===== src/hw/adc_mode_map.vh =====
`ifndef ADC_MODE_MAP_VH
`define ADC_MODE_MAP_VH

// ----------------------------------------------------------------
// register offsets
// ----------------------------------------------------------------
`define MODE_ADDR       4'h1
`define STAT_ADDR       4'h3

// ----------------------------------------------------------------
// mode register fields
// ----------------------------------------------------------------
`define DLY_MSB         10
`define DLY_LSB         8
`define MODE_MSB        6
`define MODE_LSB        4
`define MODE_RST        3'h0
`define DLY_RST         3'h0

// ----------------------------------------------------------------
// conversion modes
// ----------------------------------------------------------------
`define MODE_CONT       3'h0
`define MODE_SINGLE     3'h1
`define MODE_STBY       3'h2
`define MODE_PDN        3'h3

// ----------------------------------------------------------------
// settle delay, in units of one delay step
// ----------------------------------------------------------------
`define DLY_U0          8'h00
`define DLY_U1          8'h01
`define DLY_U2          8'h04
`define DLY_U3          8'h19
`define DLY_U4          8'h32
`define DLY_U5          8'h64
`define DLY_U6          8'h7d
`define DLY_U7          8'hfa

// ----------------------------------------------------------------
// timing
// ----------------------------------------------------------------
`define CLK_PERIOD_NS   50
`define DLY_UNIT_NS     8000
// one 8000 ns delay unit at a 50 ns clock
`define DLY_UNIT_CYC    16'h00a0

`endif


===== src/hw/settle_timer.v =====
`timescale 1ns/1ns
`include "adc_mode_map.vh"

// counts a number of delay units, each unit_cyc clocks long
module settle_timer #(
   parameter [15:0] UNIT_CYC = `DLY_UNIT_CYC
) (
   input  wire       mclk_i,
   input  wire       rst_n_i,
   input  wire       start_i,
   input  wire [7:0] units_i,
   output wire       busy_o,
   output wire       done_o
);

   reg [7:0]  units_r;
   reg [15:0] pres_r;
   reg        busy_r;
   reg        done_r;

   // restart wins over a running count, so a new switch never
   // inherits the tail of the old one
   always @(posedge mclk_i or negedge rst_n_i) begin
      if (!rst_n_i) begin
         units_r <= 8'h00;
         pres_r  <= 16'h0000;
         busy_r  <= 1'b0;
         done_r  <= 1'b0;
      end else begin
         done_r <= 1'b0;
         if (start_i) begin
            units_r <= units_i;
            pres_r  <= 16'h0000;
            busy_r  <= 1'b1;
         end else if (busy_r) begin
            if (units_r == 8'h00) begin
               busy_r <= 1'b0;
               done_r <= 1'b1;
            end else if (pres_r == UNIT_CYC - 16'h0001) begin
               pres_r  <= 16'h0000;
               units_r <= units_r - 8'h01;
            end else begin
               pres_r <= pres_r + 16'h0001;
            end
         end
      end
   end

   assign busy_o = busy_r;
   assign done_o = done_r;

endmodule // settle_timer


===== src/hw/adc_mode_ctrl.v =====
// The implementer's own choices: the register addresses and the strobed register port.
`timescale 1ns/1ns
`include "adc_mode_map.vh"

module adc_mode_ctrl #(
   parameter [15:0] UNIT_CYC = `DLY_UNIT_CYC
) (
   input  wire        mclk_i,
   input  wire        nrst_i,
   input  wire [3:0]  addr_i,
   input  wire [15:0] wdata_i,
   input  wire        wr_i,
   input  wire        rd_i,
   output wire [15:0] rdata_o,
   input  wire [3:0]  chan_en_i,
   input  wire        mains_rej_i,
   input  wire        conv_done_i,
   input  wire        spi_reset_i,
   output wire        filter_rst_o,
   output wire        rdy_clr_o,
   output wire        conv_run_o,
   output wire        settle_o,
   output wire [1:0]  chan_o,
   output wire        power_down_o
);

   // ----------------------------------------------------------------
   // states
   // ----------------------------------------------------------------
   // binary codes, also read back in the status word
   localparam [2:0] ST_IDLE   = 3'h0;
   localparam [2:0] ST_START  = 3'h1;
   localparam [2:0] ST_SETTLE = 3'h2;
   localparam [2:0] ST_CONV   = 3'h3;
   localparam [2:0] ST_PDN    = 3'h4;

   // ----------------------------------------------------------------
   // reset release
   // ----------------------------------------------------------------
   // release is synchronised so no flop leaves reset a cycle
   // ahead of its neighbours
   reg        rst_s1_r;
   reg        rst_n_r;

   always @(posedge mclk_i or negedge nrst_i) begin
      if (!nrst_i) begin
         rst_s1_r <= 1'b0;
         rst_n_r  <= 1'b0;
      end else begin
         rst_s1_r <= 1'b1;
         rst_n_r  <= rst_s1_r;
      end
   end

   // ----------------------------------------------------------------
   // helpers
   // ----------------------------------------------------------------
   // settle length of each delay code, in delay units
   function [7:0] dly_units;
      input [2:0] code;
      begin
         case (code)
            3'h0:    dly_units = `DLY_U0;
            3'h1:    dly_units = `DLY_U1;
            3'h2:    dly_units = `DLY_U2;
            3'h3:    dly_units = `DLY_U3;
            3'h4:    dly_units = `DLY_U4;
            3'h5:    dly_units = `DLY_U5;
            3'h6:    dly_units = `DLY_U6;
            default: dly_units = `DLY_U7;
         endcase
      end
   endfunction

   // lowest enabled channel
   function [1:0] first_chan;
      input [3:0] en;
      begin
         if (en[0])
            first_chan = 2'h0;
         else if (en[1])
            first_chan = 2'h1;
         else if (en[2])
            first_chan = 2'h2;
         else
            first_chan = 2'h3;
      end
   endfunction

   // is any channel above cur enabled
   function more_above;
      input [1:0] cur;
      input [3:0] en;
      begin
         case (cur)
            2'h0:    more_above = |en[3:1];
            2'h1:    more_above = |en[3:2];
            2'h2:    more_above = en[3];
            default: more_above = 1'b0;
         endcase
      end
   endfunction

   // next enabled channel above cur, or wrap to the lowest
   function [1:0] next_chan;
      input [1:0] cur;
      input [3:0] en;
      begin
         if (cur == 2'h0 && en[1])
            next_chan = 2'h1;
         else if (cur <= 2'h1 && en[2])
            next_chan = 2'h2;
         else if (cur <= 2'h2 && en[3])
            next_chan = 2'h3;
         else
            next_chan = first_chan(en);
      end
   endfunction

   // ----------------------------------------------------------------
   // state and registers
   // ----------------------------------------------------------------
   reg [2:0]  mode_r;
   reg [2:0]  dly_r;
   reg [2:0]  state_r;
   reg [1:0]  chan_r;
   reg        filt_rst_r;
   reg        rdy_clr_r;
   reg        tmr_start_r;
   reg [7:0]  tmr_units_r;
   reg [15:0] rdata_r;

   wire       tmr_done;
   wire       tmr_busy;
   wire       wr_mode;
   wire [2:0] w_mode;
   wire [2:0] w_dly;
   wire       pdn_ok;
   wire       w_ok;
   wire [7:0] sw_units;

   assign wr_mode = wr_i && (addr_i == `MODE_ADDR);
   assign w_mode  = wdata_i[`MODE_MSB:`MODE_LSB];
   assign w_dly   = wdata_i[`DLY_MSB:`DLY_LSB];
   assign pdn_ok  = (mode_r == `MODE_STBY);
   // writes while powered down, and a power-down asked for from any
   // mode but standby, are dropped whole
   assign w_ok    = wr_mode && (state_r != ST_PDN) &&
                    ((w_mode != `MODE_PDN) || pdn_ok);
   // delay has no meaning under mains rejection, so it is bypassed
   assign sw_units = mains_rej_i ? 8'h00 : dly_units(dly_r);

   always @(posedge mclk_i or negedge rst_n_r) begin
      if (!rst_n_r) begin
         mode_r      <= `MODE_RST;
         dly_r       <= `DLY_RST;
         state_r     <= ST_START;
         chan_r      <= 2'h0;
         filt_rst_r  <= 1'b0;
         rdy_clr_r   <= 1'b0;
         tmr_start_r <= 1'b0;
         tmr_units_r <= 8'h00;
      end else begin
         filt_rst_r  <= 1'b0;
         rdy_clr_r   <= 1'b0;
         tmr_start_r <= 1'b0;
         if (spi_reset_i) begin
            // interface reset restores defaults and, besides the nrst_i
            // reset, is the only way out of power-down
            mode_r  <= `MODE_RST;
            dly_r   <= `DLY_RST;
            state_r <= ST_START;
            chan_r  <= 2'h0;
         end else if (w_ok) begin
            mode_r     <= w_mode;
            dly_r      <= w_dly;
            filt_rst_r <= 1'b1;
            rdy_clr_r  <= 1'b1;
            if (w_mode == `MODE_PDN) begin
               // contents are lost on the way down
               dly_r   <= `DLY_RST;
               state_r <= ST_PDN;
            end else begin
               state_r <= ST_START;
            end
         end else begin
            case (state_r)
               ST_IDLE: begin
                  state_r <= ST_IDLE;
               end
               ST_START: begin
                  if ((mode_r == `MODE_CONT || mode_r == `MODE_SINGLE)
                      && (chan_en_i != 4'h0)) begin
                     chan_r      <= first_chan(chan_en_i);
                     tmr_units_r <= sw_units;
                     tmr_start_r <= 1'b1;
                     state_r     <= ST_SETTLE;
                  end else begin
                     // standby and reserved codes: nothing to do
                     state_r <= ST_IDLE;
                  end
               end
               ST_SETTLE: begin
                  // done is registered, so the run opens one cycle later
                  if (tmr_done)
                     state_r <= ST_CONV;
               end
               ST_CONV: begin
                  if (conv_done_i) begin
                     // single mode stops after the top enabled channel
                     if (mode_r == `MODE_SINGLE &&
                         !more_above(chan_r, chan_en_i)) begin
                        mode_r  <= `MODE_STBY;
                        state_r <= ST_IDLE;
                     end else if (chan_en_i == 4'h0) begin
                        state_r <= ST_IDLE;
                     end else if (next_chan(chan_r, chan_en_i)
                                  != chan_r) begin
                        chan_r      <= next_chan(chan_r, chan_en_i);
                        tmr_units_r <= sw_units;
                        tmr_start_r <= 1'b1;
                        state_r     <= ST_SETTLE;
                     end
                     // one channel only: no switch, keep converting
                  end
               end
               ST_PDN: begin
                  state_r <= ST_PDN;
               end
               default: begin
                  state_r <= ST_IDLE;
               end
            endcase
         end
      end
   end

   // ----------------------------------------------------------------
   // settling delay
   // ----------------------------------------------------------------
   // the first channel after a start is delayed as well
   settle_timer #(
      .UNIT_CYC (UNIT_CYC)
   ) u_settle (
      .mclk_i  (mclk_i),
      .rst_n_i (rst_n_r),
      .start_i (tmr_start_r),
      .units_i (tmr_units_r),
      .busy_o  (tmr_busy),
      .done_o  (tmr_done)
   );

   // ----------------------------------------------------------------
   // read words
   // ----------------------------------------------------------------
   wire [15:0] mode_word;
   wire [15:0] stat_word;

   // reserved bits read back as zero
   assign mode_word = {5'h00, dly_r, 1'b0, mode_r, 4'h0};
   assign stat_word = {9'h000, tmr_busy, (state_r == ST_PDN), chan_r,
                       state_r};

   // ----------------------------------------------------------------
   // register read
   // ----------------------------------------------------------------
   // rdata is zero outside its one valid cycle
   always @(posedge mclk_i or negedge rst_n_r) begin
      if (!rst_n_r) begin
         rdata_r <= 16'h0000;
      end else if (rd_i) begin
         case (addr_i)
            `MODE_ADDR: rdata_r <= mode_word;
            `STAT_ADDR: rdata_r <= stat_word;
            default:    rdata_r <= 16'h0000;
         endcase
      end else begin
         rdata_r <= 16'h0000;
      end
   end

   // ----------------------------------------------------------------
   // outputs
   // ----------------------------------------------------------------
   assign rdata_o      = rdata_r;
   assign filter_rst_o = filt_rst_r;
   assign rdy_clr_o    = rdy_clr_r;
   assign conv_run_o   = (state_r == ST_CONV);
   assign settle_o     = (state_r == ST_SETTLE);
   assign chan_o       = chan_r;
   assign power_down_o = (state_r == ST_PDN);

endmodule // adc_mode_ctrl


===== config.mk =====
export PLATFORM = sky130hd
export DESIGN_NAME = adc_mode_ctrl
export DESIGN_NICKNAME = d
export VERILOG_FILES = /design/src/hw/settle_timer.v /design/src/hw/adc_mode_ctrl.v
export VERILOG_INCLUDE_DIRS = /design/src /design/src/hw
export SDC_FILE = /design/constraint.sdc
export NUM_CORES = 1
export LEC_CHECK = 0
export ABC_AREA = 1
export ABC_CLOCK_PERIOD_IN_PS = 2550
export BUFFER_PORTS_ARGS = -buffer_cell sky130_fd_sc_hd__clkbuf_2
export CORE_ASPECT_RATIO = 2
export CORE_MARGIN = 2
export CORE_UTILIZATION = 55
export CTS_CLUSTER_DIAMETER = 120
export CTS_CLUSTER_SIZE = 16
export DETAILED_ROUTE_END_ITERATION = 6
export GPL_ROUTABILITY_DRIVEN = 0
export PLACE_DENSITY = 0.89
export SYNTH_ARGS = -nofsm -noshare
export SYNTH_HDL_FRONTEND = slang
export SYNTH_SLANG_ARGS = --single-unit
export TNS_END_PERCENT = 20

===== constraint.sdc =====
create_clock -name mclk_i -period 2.55 [get_ports mclk_i]
set_clock_uncertainty 0.1 [all_clocks]
set_input_delay 0.1275 -clock mclk_i [delete_from_list [all_inputs] [get_ports mclk_i]]
set_output_delay 0.1275 -clock mclk_i [all_outputs]
set_load 0.02 [all_outputs]

## After elaboration in Yosys (flattened, before gate mapping)

Index checks and enable logic that the tools add are counted.

- Word-level logic and storage cells: 166
- Bits of input ports: 31
- Register bits: 65

- Order comparisons: 2
- Reductions and logical operators: 33
- Bitwise operators: 2
- Equality and inequality tests: 36
- Add/sub/neg operators: 2
- Multiplexer cells: 77

Operators with widths:

| cell | count |
|---|---|
| $mux W8 | 10 |
| $mux W16 | 4 |
| $pmux W8 S7 | 1 |
| $mux W3 | 16 |
| $mux W2 | 19 |
| $pmux W11 S2 | 1 |
| $mux W1 | 20 |
| $eq A3 B2 Y1 const B | 6 |
| $add A16 B1 Y16 const B | 1 |
| $eq A16 B8 Y1 const B | 1 |
| $pmux W8 S2 | 1 |
| $ne A3 B3 Y1 const B | 5 |
| $eq A3 B3 Y1 const B | 4 |
| $ne A2 B2 Y1 const B | 6 |
| $pmux W3 S4 | 1 |
| $reduce_bool A3 Y1 | 4 |
| $mux W11 | 1 |
| $eq A3 B1 Y1 const B | 3 |
| $reduce_and A3 Y1 | 3 |
| $logic_and A1 B1 Y1 | 8 |
| $logic_not A8 Y1 | 1 |
| $reduce_and A8 Y1 | 1 |
| $reduce_bool A2 Y1 | 4 |
| $sub A8 B1 Y8 const B | 1 |
| other kinds (26) | 30 |

## Logic depth before layout (Yosys ltp)

Gate-level depths: netlist of run 1.

- Depth after elaboration: 21
- Gate-level depth with buffers: 13
- Gate-level depth less buffers: 13

## By module

A second synthesis of run 1 with hierarchy kept.

- Cells, all modules: 494
- Area, all modules: 3517.1 um^2

By module, submodules not included:

| module | sequential area each (um^2) | times used | cells an instance | area each (um^2) |
|---|---|---|---|---|
| adc_mode_ctrl | 827.0 | 1 | 230 | 1793.0 |
| settle_timer | 650.6 | 1 | 264 | 1724.2 |

## Worst setup path after synthesis of run 1

OpenSTA, ideal clock, no wires.

- Kind: flip-flop to flip-flop
- Start: reg u_settle.units_r[0]
- End: reg u_settle.pres_r[4]
- Cell stages (with the launch flop): 11
- Data arrival time: 1.511 ns
- Slack: 0.811 ns
- Library setup time: 0.127 ns
- Period minus slack after synthesis: 1.739 ns
- Cells stage by stage: dfrtp_1 inv_1 ha_1 nand3_1 nor2_2 nand4_1 o21ai_2 inv_2 buf_2 o2111ai_1 o21ai_1

- Word-level cells in the longest chain between the ends: 3

Ends and longest elaborated chain:

| what | line | text |
|---|---|---|
| start: declaration | settle_timer.v:16 | `reg [7:0] units_r;` |
| start signal: assignment | settle_timer.v:32 | `units_r <= units_i;` |
| start signal: assignment | settle_timer.v:41 | `units_r <= units_r - 8'h01;` |
| $logic_not A8 Y1 | settle_timer.v:36 | `if (units_r == 8'h00) begin` |
| $ne A2 B2 Y1 (no source line) | - |  |
| $reduce_and A2 Y1 (no source line) | - |  |
| end signal: assignment | settle_timer.v:43 | `pres_r <= pres_r + 16'h0001;` |
| end: declaration | settle_timer.v:17 | `reg [15:0] pres_r;` |

Every way passes these cells.
A chain may end at the register's enable or synchronous reset.

## Worst setup path in the final report of run 1

- Start: reg u_settle.units_r[0]
- End: reg u_settle.pres_r[7]

The elaborated chain is that of the path after synthesis.

==> results of run 1 <==
## where the power goes
group	switching, mW	leakage (nW)	internal [mW]
registers	0.190	0.784	1.09
logic	0.729	0.974	0.352
clock network	0.472	0.135	0.673
total	1.39	1.89	2.12
## cells in the mapped netlist, types with 6 or more instances
master,instances,area share
sky130_fd_sc_hd__inv_2,8,0.0090
sky130_fd_sc_hd__o21ai_2,7,0.018
sky130_fd_sc_hd__o21ai_0,24,0.036
sky130_fd_sc_hd__nand4_1,16,0.030
sky130_fd_sc_hd__dfrtp_1,58,0.43
sky130_fd_sc_hd__nor2_1,44,0.049
sky130_fd_sc_hd__nand2_1,99,0.11
sky130_fd_sc_hd__nand2_2,6,0.011
sky130_fd_sc_hd__inv_1,43,0.048
sky130_fd_sc_hd__buf_4,9,0.020
sky130_fd_sc_hd__a21oi_1,13,0.019
sky130_fd_sc_hd__nor3_1,10,0.015
sky130_fd_sc_hd__xor2_1,6,0.016
sky130_fd_sc_hd__o21ai_1,6,0.0090
sky130_fd_sc_hd__nand3_1,32,0.048
## per-stage QoR
step           hold WS (ns)  power (mW)  setup slack (ns)   util
5_1_grt              0.0119        3.72             0.157  0.659
3_3_place_gp         -0.187        2.27             0.480  0.594
2_1_floorplan        -0.268        2.12             0.687      -
3_5_place_dp         -0.185        2.33             0.406  0.594
4_1_cts            0.000320        3.50             0.351  0.659
6_report            0.00607        3.51             0.353  0.659
## state kept, by name (all words and copies together), names as in the netlist
register and flops:
chan_o 2, dly_r 3, mode_r 3, rdata_o 10, rdy_clr_o 1, rst_n_r 1
rst_s1_r 1, state_r 3, tmr_start_r 1, tmr_units_r 8, u_settle.busy_o 1, u_settle.done_o 1
u_settle.pres_r 16, u_settle.units_r 8
## timing repair
action | CTS | global route
resized for setup | 0 | 0
hold buffers | 10 | 0
endpoints found under the hold margin | 11 | 0
## logic make-up (layout without fill, tap and decap cells)
group	Yosys count	count (layout)	synth area share
AND/OR/NAND/NOR	222	222	0.311
buffers and inverters	68	120	0.0968
AO/OA/AOI/OAI	67	67	0.123
flip-flops	59	59	0.441
XOR/XNOR	7	7	0.0183
adder cells (fa/ha/maj)	2	2	0.00747
other	2	7	0.00224
## worst reg2reg max path, delay by kind of cell (launching register included)
| kind | cells | cell delay (ns) |
|---|---|---|
| DFF | 1 | 0.39 |
| and+or+nand+nor | 5 | 0.67 |
| adders and majority gates | 1 | 0.19 |
| buffers and inverters | 2 | 0.37 |
| AOI/OAI and AO/OA | 2 | 0.41 |
## worst max path at each step
stage / start / endpoint / cells past startpoint / slack [ns]
6_report: u_settle.units_r[0]$_DFFE_PN0P_ / u_settle.pres_r[7]$_DFFE_PN0P_ / 10 / 0.35
5_1_grt: u_settle.units_r[0]$_DFFE_PN0P_ / u_settle.pres_r[7]$_DFFE_PN0P_ / 10 / 0.16
4_1_cts: u_settle.units_r[0]$_DFFE_PN0P_ / u_settle.pres_r[7]$_DFFE_PN0P_ / 10 / 0.35
3_5_place_dp: u_settle.units_r[0]$_DFFE_PN0P_ / u_settle.pres_r[7]$_DFFE_PN0P_ / 10 / 0.41
3_3_place_gp: u_settle.units_r[0]$_DFFE_PN0P_ / u_settle.pres_r[7]$_DFFE_PN0P_ / 10 / 0.48
2_1_floorplan: rst_n_r$_DFF_PN0_ / chan_o[0]$_DFFE_PN0P_ / 0 / 0.69
## area by class of cell
type / instances / area (um2)
tap: 63 / 78.8
sequential: 59 / 1480
fill: 453 / 2030
multi-input combinational: 305 / 1570
timing repair buffer: 51 / 315
clock inverter: 7 / 61.3
clock buffer: 9 / 225
inverter: 53 / 201
## layer usage
layer / vias to the layer above / part of all wire / wire length [um]
met5: - / 0 / 0
met4: 0 / 0.049 / 410
met3: 36 / 0.055 / 455
met2: 165 / 0.54 / 4470
met1: 1506 / 0.36 / 2980
li1: 1502 / - / -
==> out/metrics.json, run 1 <==
{
  "slew_viol_final": 0,
  "clkSinkCount": 59,
  "max-clock-path-buffers": 2,
  "critPathSlowestCell": "sky130_fd_sc_hd__dfrtp_1",
  "worstPathArrival_ns": 2.36,
  "period_minus_slack_ns": 2.20,
  "final_design_area_no_fill_um2": 3930,
  "slew-limit-headroom": 0.566,
  "path_delay_family": "simple AND/OR/NAND/NOR gates",
  "num-nets-final": 512,
  "first_pass_iters": 5,
  "cts_setup_buffers": 0,
  "grt_antenna_before_repair": 0,
  "grt_util_met1": 0.286,
  "hpwl_mm": 6.03,
  "critical_path.max_fanout": 14,
  "r2r.worst_path.cells": 10,
  "dieHeight_um": 114,
  "insertion_delay_ns": 0.34,
  "layout_worst_path_cycle_share": 0.861,
  "placed_cell_area_um2": 3540,
  "number_of_hold_violations_in_the_final_report": 0,
  "timing.critical_path.buf_inv": 2,
  "first_iter_violations": 369,
  "path_cells": "inv_1 -> ha_1 -> nand3_1 -> nor2_2 -> nand4_1 -> o21ai_2 -> inv_2 -> nand3_1 -> nand2_1 -> a21oi_1",
  "yosysWarningCount": 0,
  "grt-busiest-layer": "met2",
  "tritoncts_clock_tree": "built",
  "r2r_end": "u_settle.pres_r[7]$_DFFE_PN0P_",
  "cts.root.buffer_cell": "sky130_fd_sc_hd__clkbuf_16",
  "postSynthRegisterBits": 59,
  "kind_of_end_point_of_the_critical_path": "flip-flop",
  "synth.avg_cell_area_um2": 7.84,
  "worst_path_most_repeated_cell": "sky130_fd_sc_hd__nand3_1",
  "groute.layer.met2.usage": 0.472,
  "synth.yosys.seq_area_share": 0.441,
  "layoutNonFillerInstCount": 547,
  "h-tree-depth": 3,
  "routed_via_density": 5.87,
  "report.final.setup_viol": 0,
  "most-common-layout-cells": "sky130_fd_sc_hd__nand2_1, sky130_fd_sc_hd__dfrtp_1, sky130_fd_sc_hd__nor2_1",
  "synth-async-reset-ratio": 1.00,
  "unrepaired_setup_endpoints_after_global_routing": "false",
  "place.port_buffers": 37,
  "drive_gt1_frac": 0.198,
  "mostFrequentLayoutCell": "sky130_fd_sc_hd__nand2_1",
  "peakVddDrop_mv": 0.418,
  "grt_usage": 0.272,
  "critical_path.max_stage_delay_ns": 0.39,
  "syn-instance-count": 427,
  "via_count": 3209,
  "cts-buffers-inserted": 9,
  "worst_pin_slew_ns": 0.651,
  "outcome": "finished, final reports clean",
  "core-area_um2": 5960,
  "grt_max_degree": 32,
  "yosys_most_used_dff": "sky130_fd_sc_hd__dfrtp_1",
  "drv.max_cap_violation_count": 0,
  "reg2reg_setup_slack_ns": 0.35,
  "die_w_um": 59.2,
  "wire_length_of_the_first_global_routing_pass_mm": 13.8,
  "grt.met3_usage": 0.0565,
  "tns_ns": 0,
  "p_leak_nw": 1.89,
  "criticalPathCategory": "flip-flop to flip-flop",
  "layout-area-overhead-vs-synth_pct": 17.3,
  "critical_path.reg2reg.startpoint": "u_settle.units_r[0]$_DFFE_PN0P_",
  "hold_class": "input pin to asynchronous set/reset pin",
  "synth.lib_cells_used.distinct": 41,
  "worst_path_clk_slew_ns": 0.06,
  "antenna_cells": 0,
  "power.density_nw_per_um2": 893,
  "design.die.area_um2": 6770,
  "drtAntennaViolNets": 0,
  "setup.worst_path.start_class": "flip-flop",
  "dpl.cell_count": 521,
  "initial_utilization": 0.562,
  "synth_enable_flop_cells": 0,
  "post_synth_instance_area_um2": 3350,
  "via_count_of_the_first_global_routing_pass": 3061,
  "num_io_pins": 54,
  "drc": 0,
  "maxClockFrequency_ghz": 0.455,
  "routed_wire_length_per_instance_um": 15.2,
  "core.rowCount": 40,
  "grt-ovfl-total": 0,
  "route.final.wire_length_mm": 8.32,
  "worstPathRequired_ns": 2.71
}
No activity file was read; power rests on OpenSTA's default activity.
==> run 2, diff against run 1 <==
Settings changed: BUFFER_PORTS_ARGS -buffer_cell sky130_fd_sc_hd__clkbuf_2 to not set, DONT_BUFFER_PORTS set to 1, PLACE_DENSITY 0.89 to 0.81, SETUP_SLACK_MARGIN set to 0.4.
==> out/metrics.json, run 2 (synthesis gave the netlist of run 1 again) <==
{
  "postLayoutCoreUtil": {"value": 0.644, "change": "was 0.659"},
  "h-tree-depth": {"value": 3, "change": "unchanged"},
  "insertion_delay": {"value": 0.33, "unit": "ns", "change": "was 0.34 ns"},
  "area.sequential": {"value": 1480, "unit": "um2", "change": "unchanged"},
  "cts_setup_buffers": {"value": 0, "change": "unchanged"},
  "placed_cell_area": {"value": 3370, "unit": "um2", "change": "was 3540 um2"},
  "number_of_hold_violations_in_the_final_report": {"value": 0, "change": "unchanged"},
  "place.port_buffers": {"value": 0, "change": "was 37"},
  "grt-busiest-layer": {"value": "met2", "change": "unchanged"},
  "hpwl": {"value": 5.79, "unit": "mm", "change": "was 6.03 mm"},
  "grt_usage": {"value": 0.264, "change": "was 0.272"},
  "unrepaired_setup_endpoints_after_global_routing": {"value": "true", "change": "was false"},
  "num-nets-final": {"value": 477, "change": "was 512"},
  "drc": {"value": 0, "change": "unchanged"},
  "cts.root.buffer_cell": {"value": "sky130_fd_sc_hd__clkbuf_16", "change": "unchanged"},
  "largest-register": {"value": "u_settle.pres_r", "change": "unchanged"},
  "period_minus_slack": {"value": 2.03, "unit": "ns", "change": "was 2.20 ns"},
  "tritoncts_clock_tree": {"value": "built", "change": "unchanged"},
  "cts-buffers-inserted": {"value": 9, "change": "unchanged"},
  "die_w": {"value": 59.2, "unit": "um", "change": "unchanged"},
  "num_io_pins": {"value": 54, "change": "unchanged"},
  "layout-area-overhead-vs-synth": {"value": 14.5, "unit": "%", "change": "was 17.3%"},
  "clkSinkCount": {"value": 59, "change": "unchanged"},
  "grt.met3_usage": {"value": 0.0588, "change": "was 0.0565"},
  "drv.max_cap_violation_count": {"value": 0, "change": "unchanged"},
  "worstPathRequired": {"value": 2.65, "unit": "ns", "change": "was 2.71 ns"},
  "outcome": {"value": "finished, final reports clean", "change": "unchanged"},
  "drtAntennaViolNets": {"value": 0, "change": "unchanged"},
  "multi_input_area": {"value": 1580, "unit": "um2", "change": "was 1570 um2"},
  "routed_via_density": {"value": 5.69, "change": "was 5.87"},
  "maxClockFrequency": {"value": 0.493, "unit": "GHz", "change": "was 0.455 GHz"},
  "first_pass_iters": {"value": 4, "change": "was 5"},
  "largest_register_ffs": {"value": 16, "change": "unchanged"},
  "grt-ovfl-total": {"value": 0, "change": "unchanged"},
  "routed_wire_length_per_instance": {"value": 15.7, "unit": "um", "change": "was 15.2 um"},
  "mostFrequentLayoutCell": {"value": "sky130_fd_sc_hd__nand2_1", "change": "unchanged"},
  "final.fill_count": {"value": 483, "change": "was 453"},
  "via_count": {"value": 2912, "change": "was 3209"},
  "startpoint": {"value": "u_settle.pres_r[0]$_DFFE_PN0P_", "change": "was u_settle.units_r[0]$_DFFE_PN0P_"},
  "power.density": {"value": 949, "unit": "nW/um2", "change": "was 893 nW/um2"},
  "worstPathArrival": {"value": 2.13, "unit": "ns", "change": "was 2.36 ns"},
  "slew_viol_final": {"value": 0, "change": "unchanged"},
  "tns": {"value": 0, "unit": "ns", "change": "unchanged"},
  "first_iter_violations": {"value": 162, "change": "was 369"},
  "report.final.setup_viol": {"value": 0, "change": "unchanged"},
  "initial_utilization": {"value": 0.562, "change": "unchanged"},
  "dieHeight": {"value": 114, "unit": "um", "change": "unchanged"},
  "peakVddDrop": {"value": 0.524, "unit": "mV", "change": "was 0.418 mV"},
  "p_leak": {"value": 1.77, "unit": "nW", "change": "was 1.89 nW"},
  "layout_worst_path_cycle_share": {"value": 0.796, "change": "was 0.861"},
  "core.rowCount": {"value": 40, "change": "unchanged"},
  "report.power.total": {"value": 3.64, "unit": "mW", "change": "was 3.51 mW"},
  "antenna_cells": {"value": 0, "change": "unchanged"},
  "route.final.wire_length": {"value": 8.03, "unit": "mm", "change": "was 8.32 mm"},
  "wire_length_of_the_first_global_routing_pass": {"value": 13.3, "unit": "mm", "change": "was 13.8 mm"},
  "grt_max_degree": {"value": 30, "change": "was 32"},
  "grt_antenna_before_repair": {"value": 0, "change": "unchanged"},
  "worst_path_clk_slew": {"value": 0.05, "unit": "ns", "change": "was 0.06 ns"},
  "critical_path.max_fanout": {"value": 10, "change": "was 14"},
  "criticalPathCategory": {"value": "flip-flop to flip-flop", "change": "unchanged"},
  "final_design_area_no_fill": {"value": 3830, "unit": "um2", "change": "was 3930 um2"},
  "kind_of_end_point_of_the_critical_path": {"value": "flip-flop", "change": "unchanged"},
  "critical_path.reg2reg.startpoint": {"value": "u_settle.pres_r[0]$_DFFE_PN0P_", "change": "was u_settle.units_r[0]$_DFFE_PN0P_"},
  "hold_class": {"value": "input pin to flip-flop", "change": "was input pin to asynchronous set/reset pin"},
  "most-common-layout-cells": {"value": "sky130_fd_sc_hd__nand2_1, sky130_fd_sc_hd__dfrtp_1, sky130_fd_sc_hd__nor2_1", "change": "unchanged"},
  "reg2reg_setup_slack": {"value": 0.52, "unit": "ns", "change": "was 0.35 ns"},
  "worst_pin_slew": {"value": 0.653, "unit": "ns", "change": "was 0.651 ns"},
  "design.die.area": {"value": 6770, "unit": "um2", "change": "unchanged"},
  "max-clock-path-buffers": {"value": 2, "change": "unchanged"},
  "groute.layer.met2.usage": {"value": 0.468, "change": "was 0.472"},
  "setup.worst_path.start_class": {"value": "flip-flop", "change": "unchanged"},
  "via_count_of_the_first_global_routing_pass": {"value": 2991, "change": "was 3061"},
  "drive_gt1_frac": {"value": 0.134, "change": "was 0.198"},
  "worstHoldStart": "addr_i[0]",
  "core-area": {"value": 5960, "unit": "um2", "change": "unchanged"},
  "grt_util_met1": {"value": 0.263, "change": "was 0.286"},
  "slew-limit-headroom": {"value": 0.565, "change": "was 0.566"}
}
run 2: worst max-delay path, stage by stage (launching register included):
cell                      delay, ns
sky130_fd_sc_hd__dfrtp_1       0.42
sky130_fd_sc_hd__ha_1          0.28
sky130_fd_sc_hd__nand3_1       0.15
sky130_fd_sc_hd__nor2_1        0.13
sky130_fd_sc_hd__nand2_1       0.06
sky130_fd_sc_hd__nand2_1       0.10
sky130_fd_sc_hd__inv_2         0.10
sky130_fd_sc_hd__nor2_4        0.26
sky130_fd_sc_hd__inv_4         0.12
sky130_fd_sc_hd__nand2_1       0.08
sky130_fd_sc_hd__o21ai_0       0.09
run 2: layout make-up:
type,instances,area share
timing repair buffer,16,0.0434
inverter,53,0.0532
sequential,59,0.386
multi-input combinational,305,0.412
clock buffer,10,0.0623
tap,63,0.0206
clock inverter,6,0.0232
run 2: worst paths after layout:
| kind | to | depth (start not counted) |
|---|---|---|
| worst max register to register | u_settle.units_r[5]$_DFFE_PN0P_ | 10 |
| worst min register to register | u_settle.pres_r[11]$_DFFE_PN0P_ | 0 |
| min in group asynchronous | u_settle.pres_r[11]$_DFFE_PN0P_ | 0 |
| worst min-delay path | rdata_o[0]$_DFF_PN0_ | 2 |
| max in group asynchronous | u_settle.units_r[0]$_DFFE_PN0P_ | 1 |
| worst max-delay path | u_settle.units_r[5]$_DFFE_PN0P_ | 10 |
run 2: per-stage QoR:
stage	hold slack (ns)	worst slack, ns	cells
after floorplan	-0.268	0.687	432
after global placement	-0.268	0.556	484
after detailed placement	-0.268	0.490	484
after CTS	0.0134	0.479	512
after global routing	0.0469	0.367	512
final	0.0295	0.520	512
run 2: repair_timing:
action / CTS / global route
endpoints found under the setup margin: 0 / 14
hold buffers: 12 / 0
hold endpoints to repair: 22 / 0
gates resized for setup: 0 / 4
run 2: power breakdown:
group          internal [mW]  total [mW]  switching (mW)
clock network          0.880        1.30           0.422
logic                  0.347        1.06           0.714
registers               1.09        1.28           0.184
total                   2.32        3.64            1.32
run 2: layer usage:
| metal | vias to the layer above | share of wire |
|---|---|---|
| met4 | 0 | 0.043 |
| met2 | 98 | 0.56 |
| met5 | - | 0 |
| met1 | 1350 | 0.35 |
| li1 | 1433 | - |
| met3 | 31 | 0.044 |
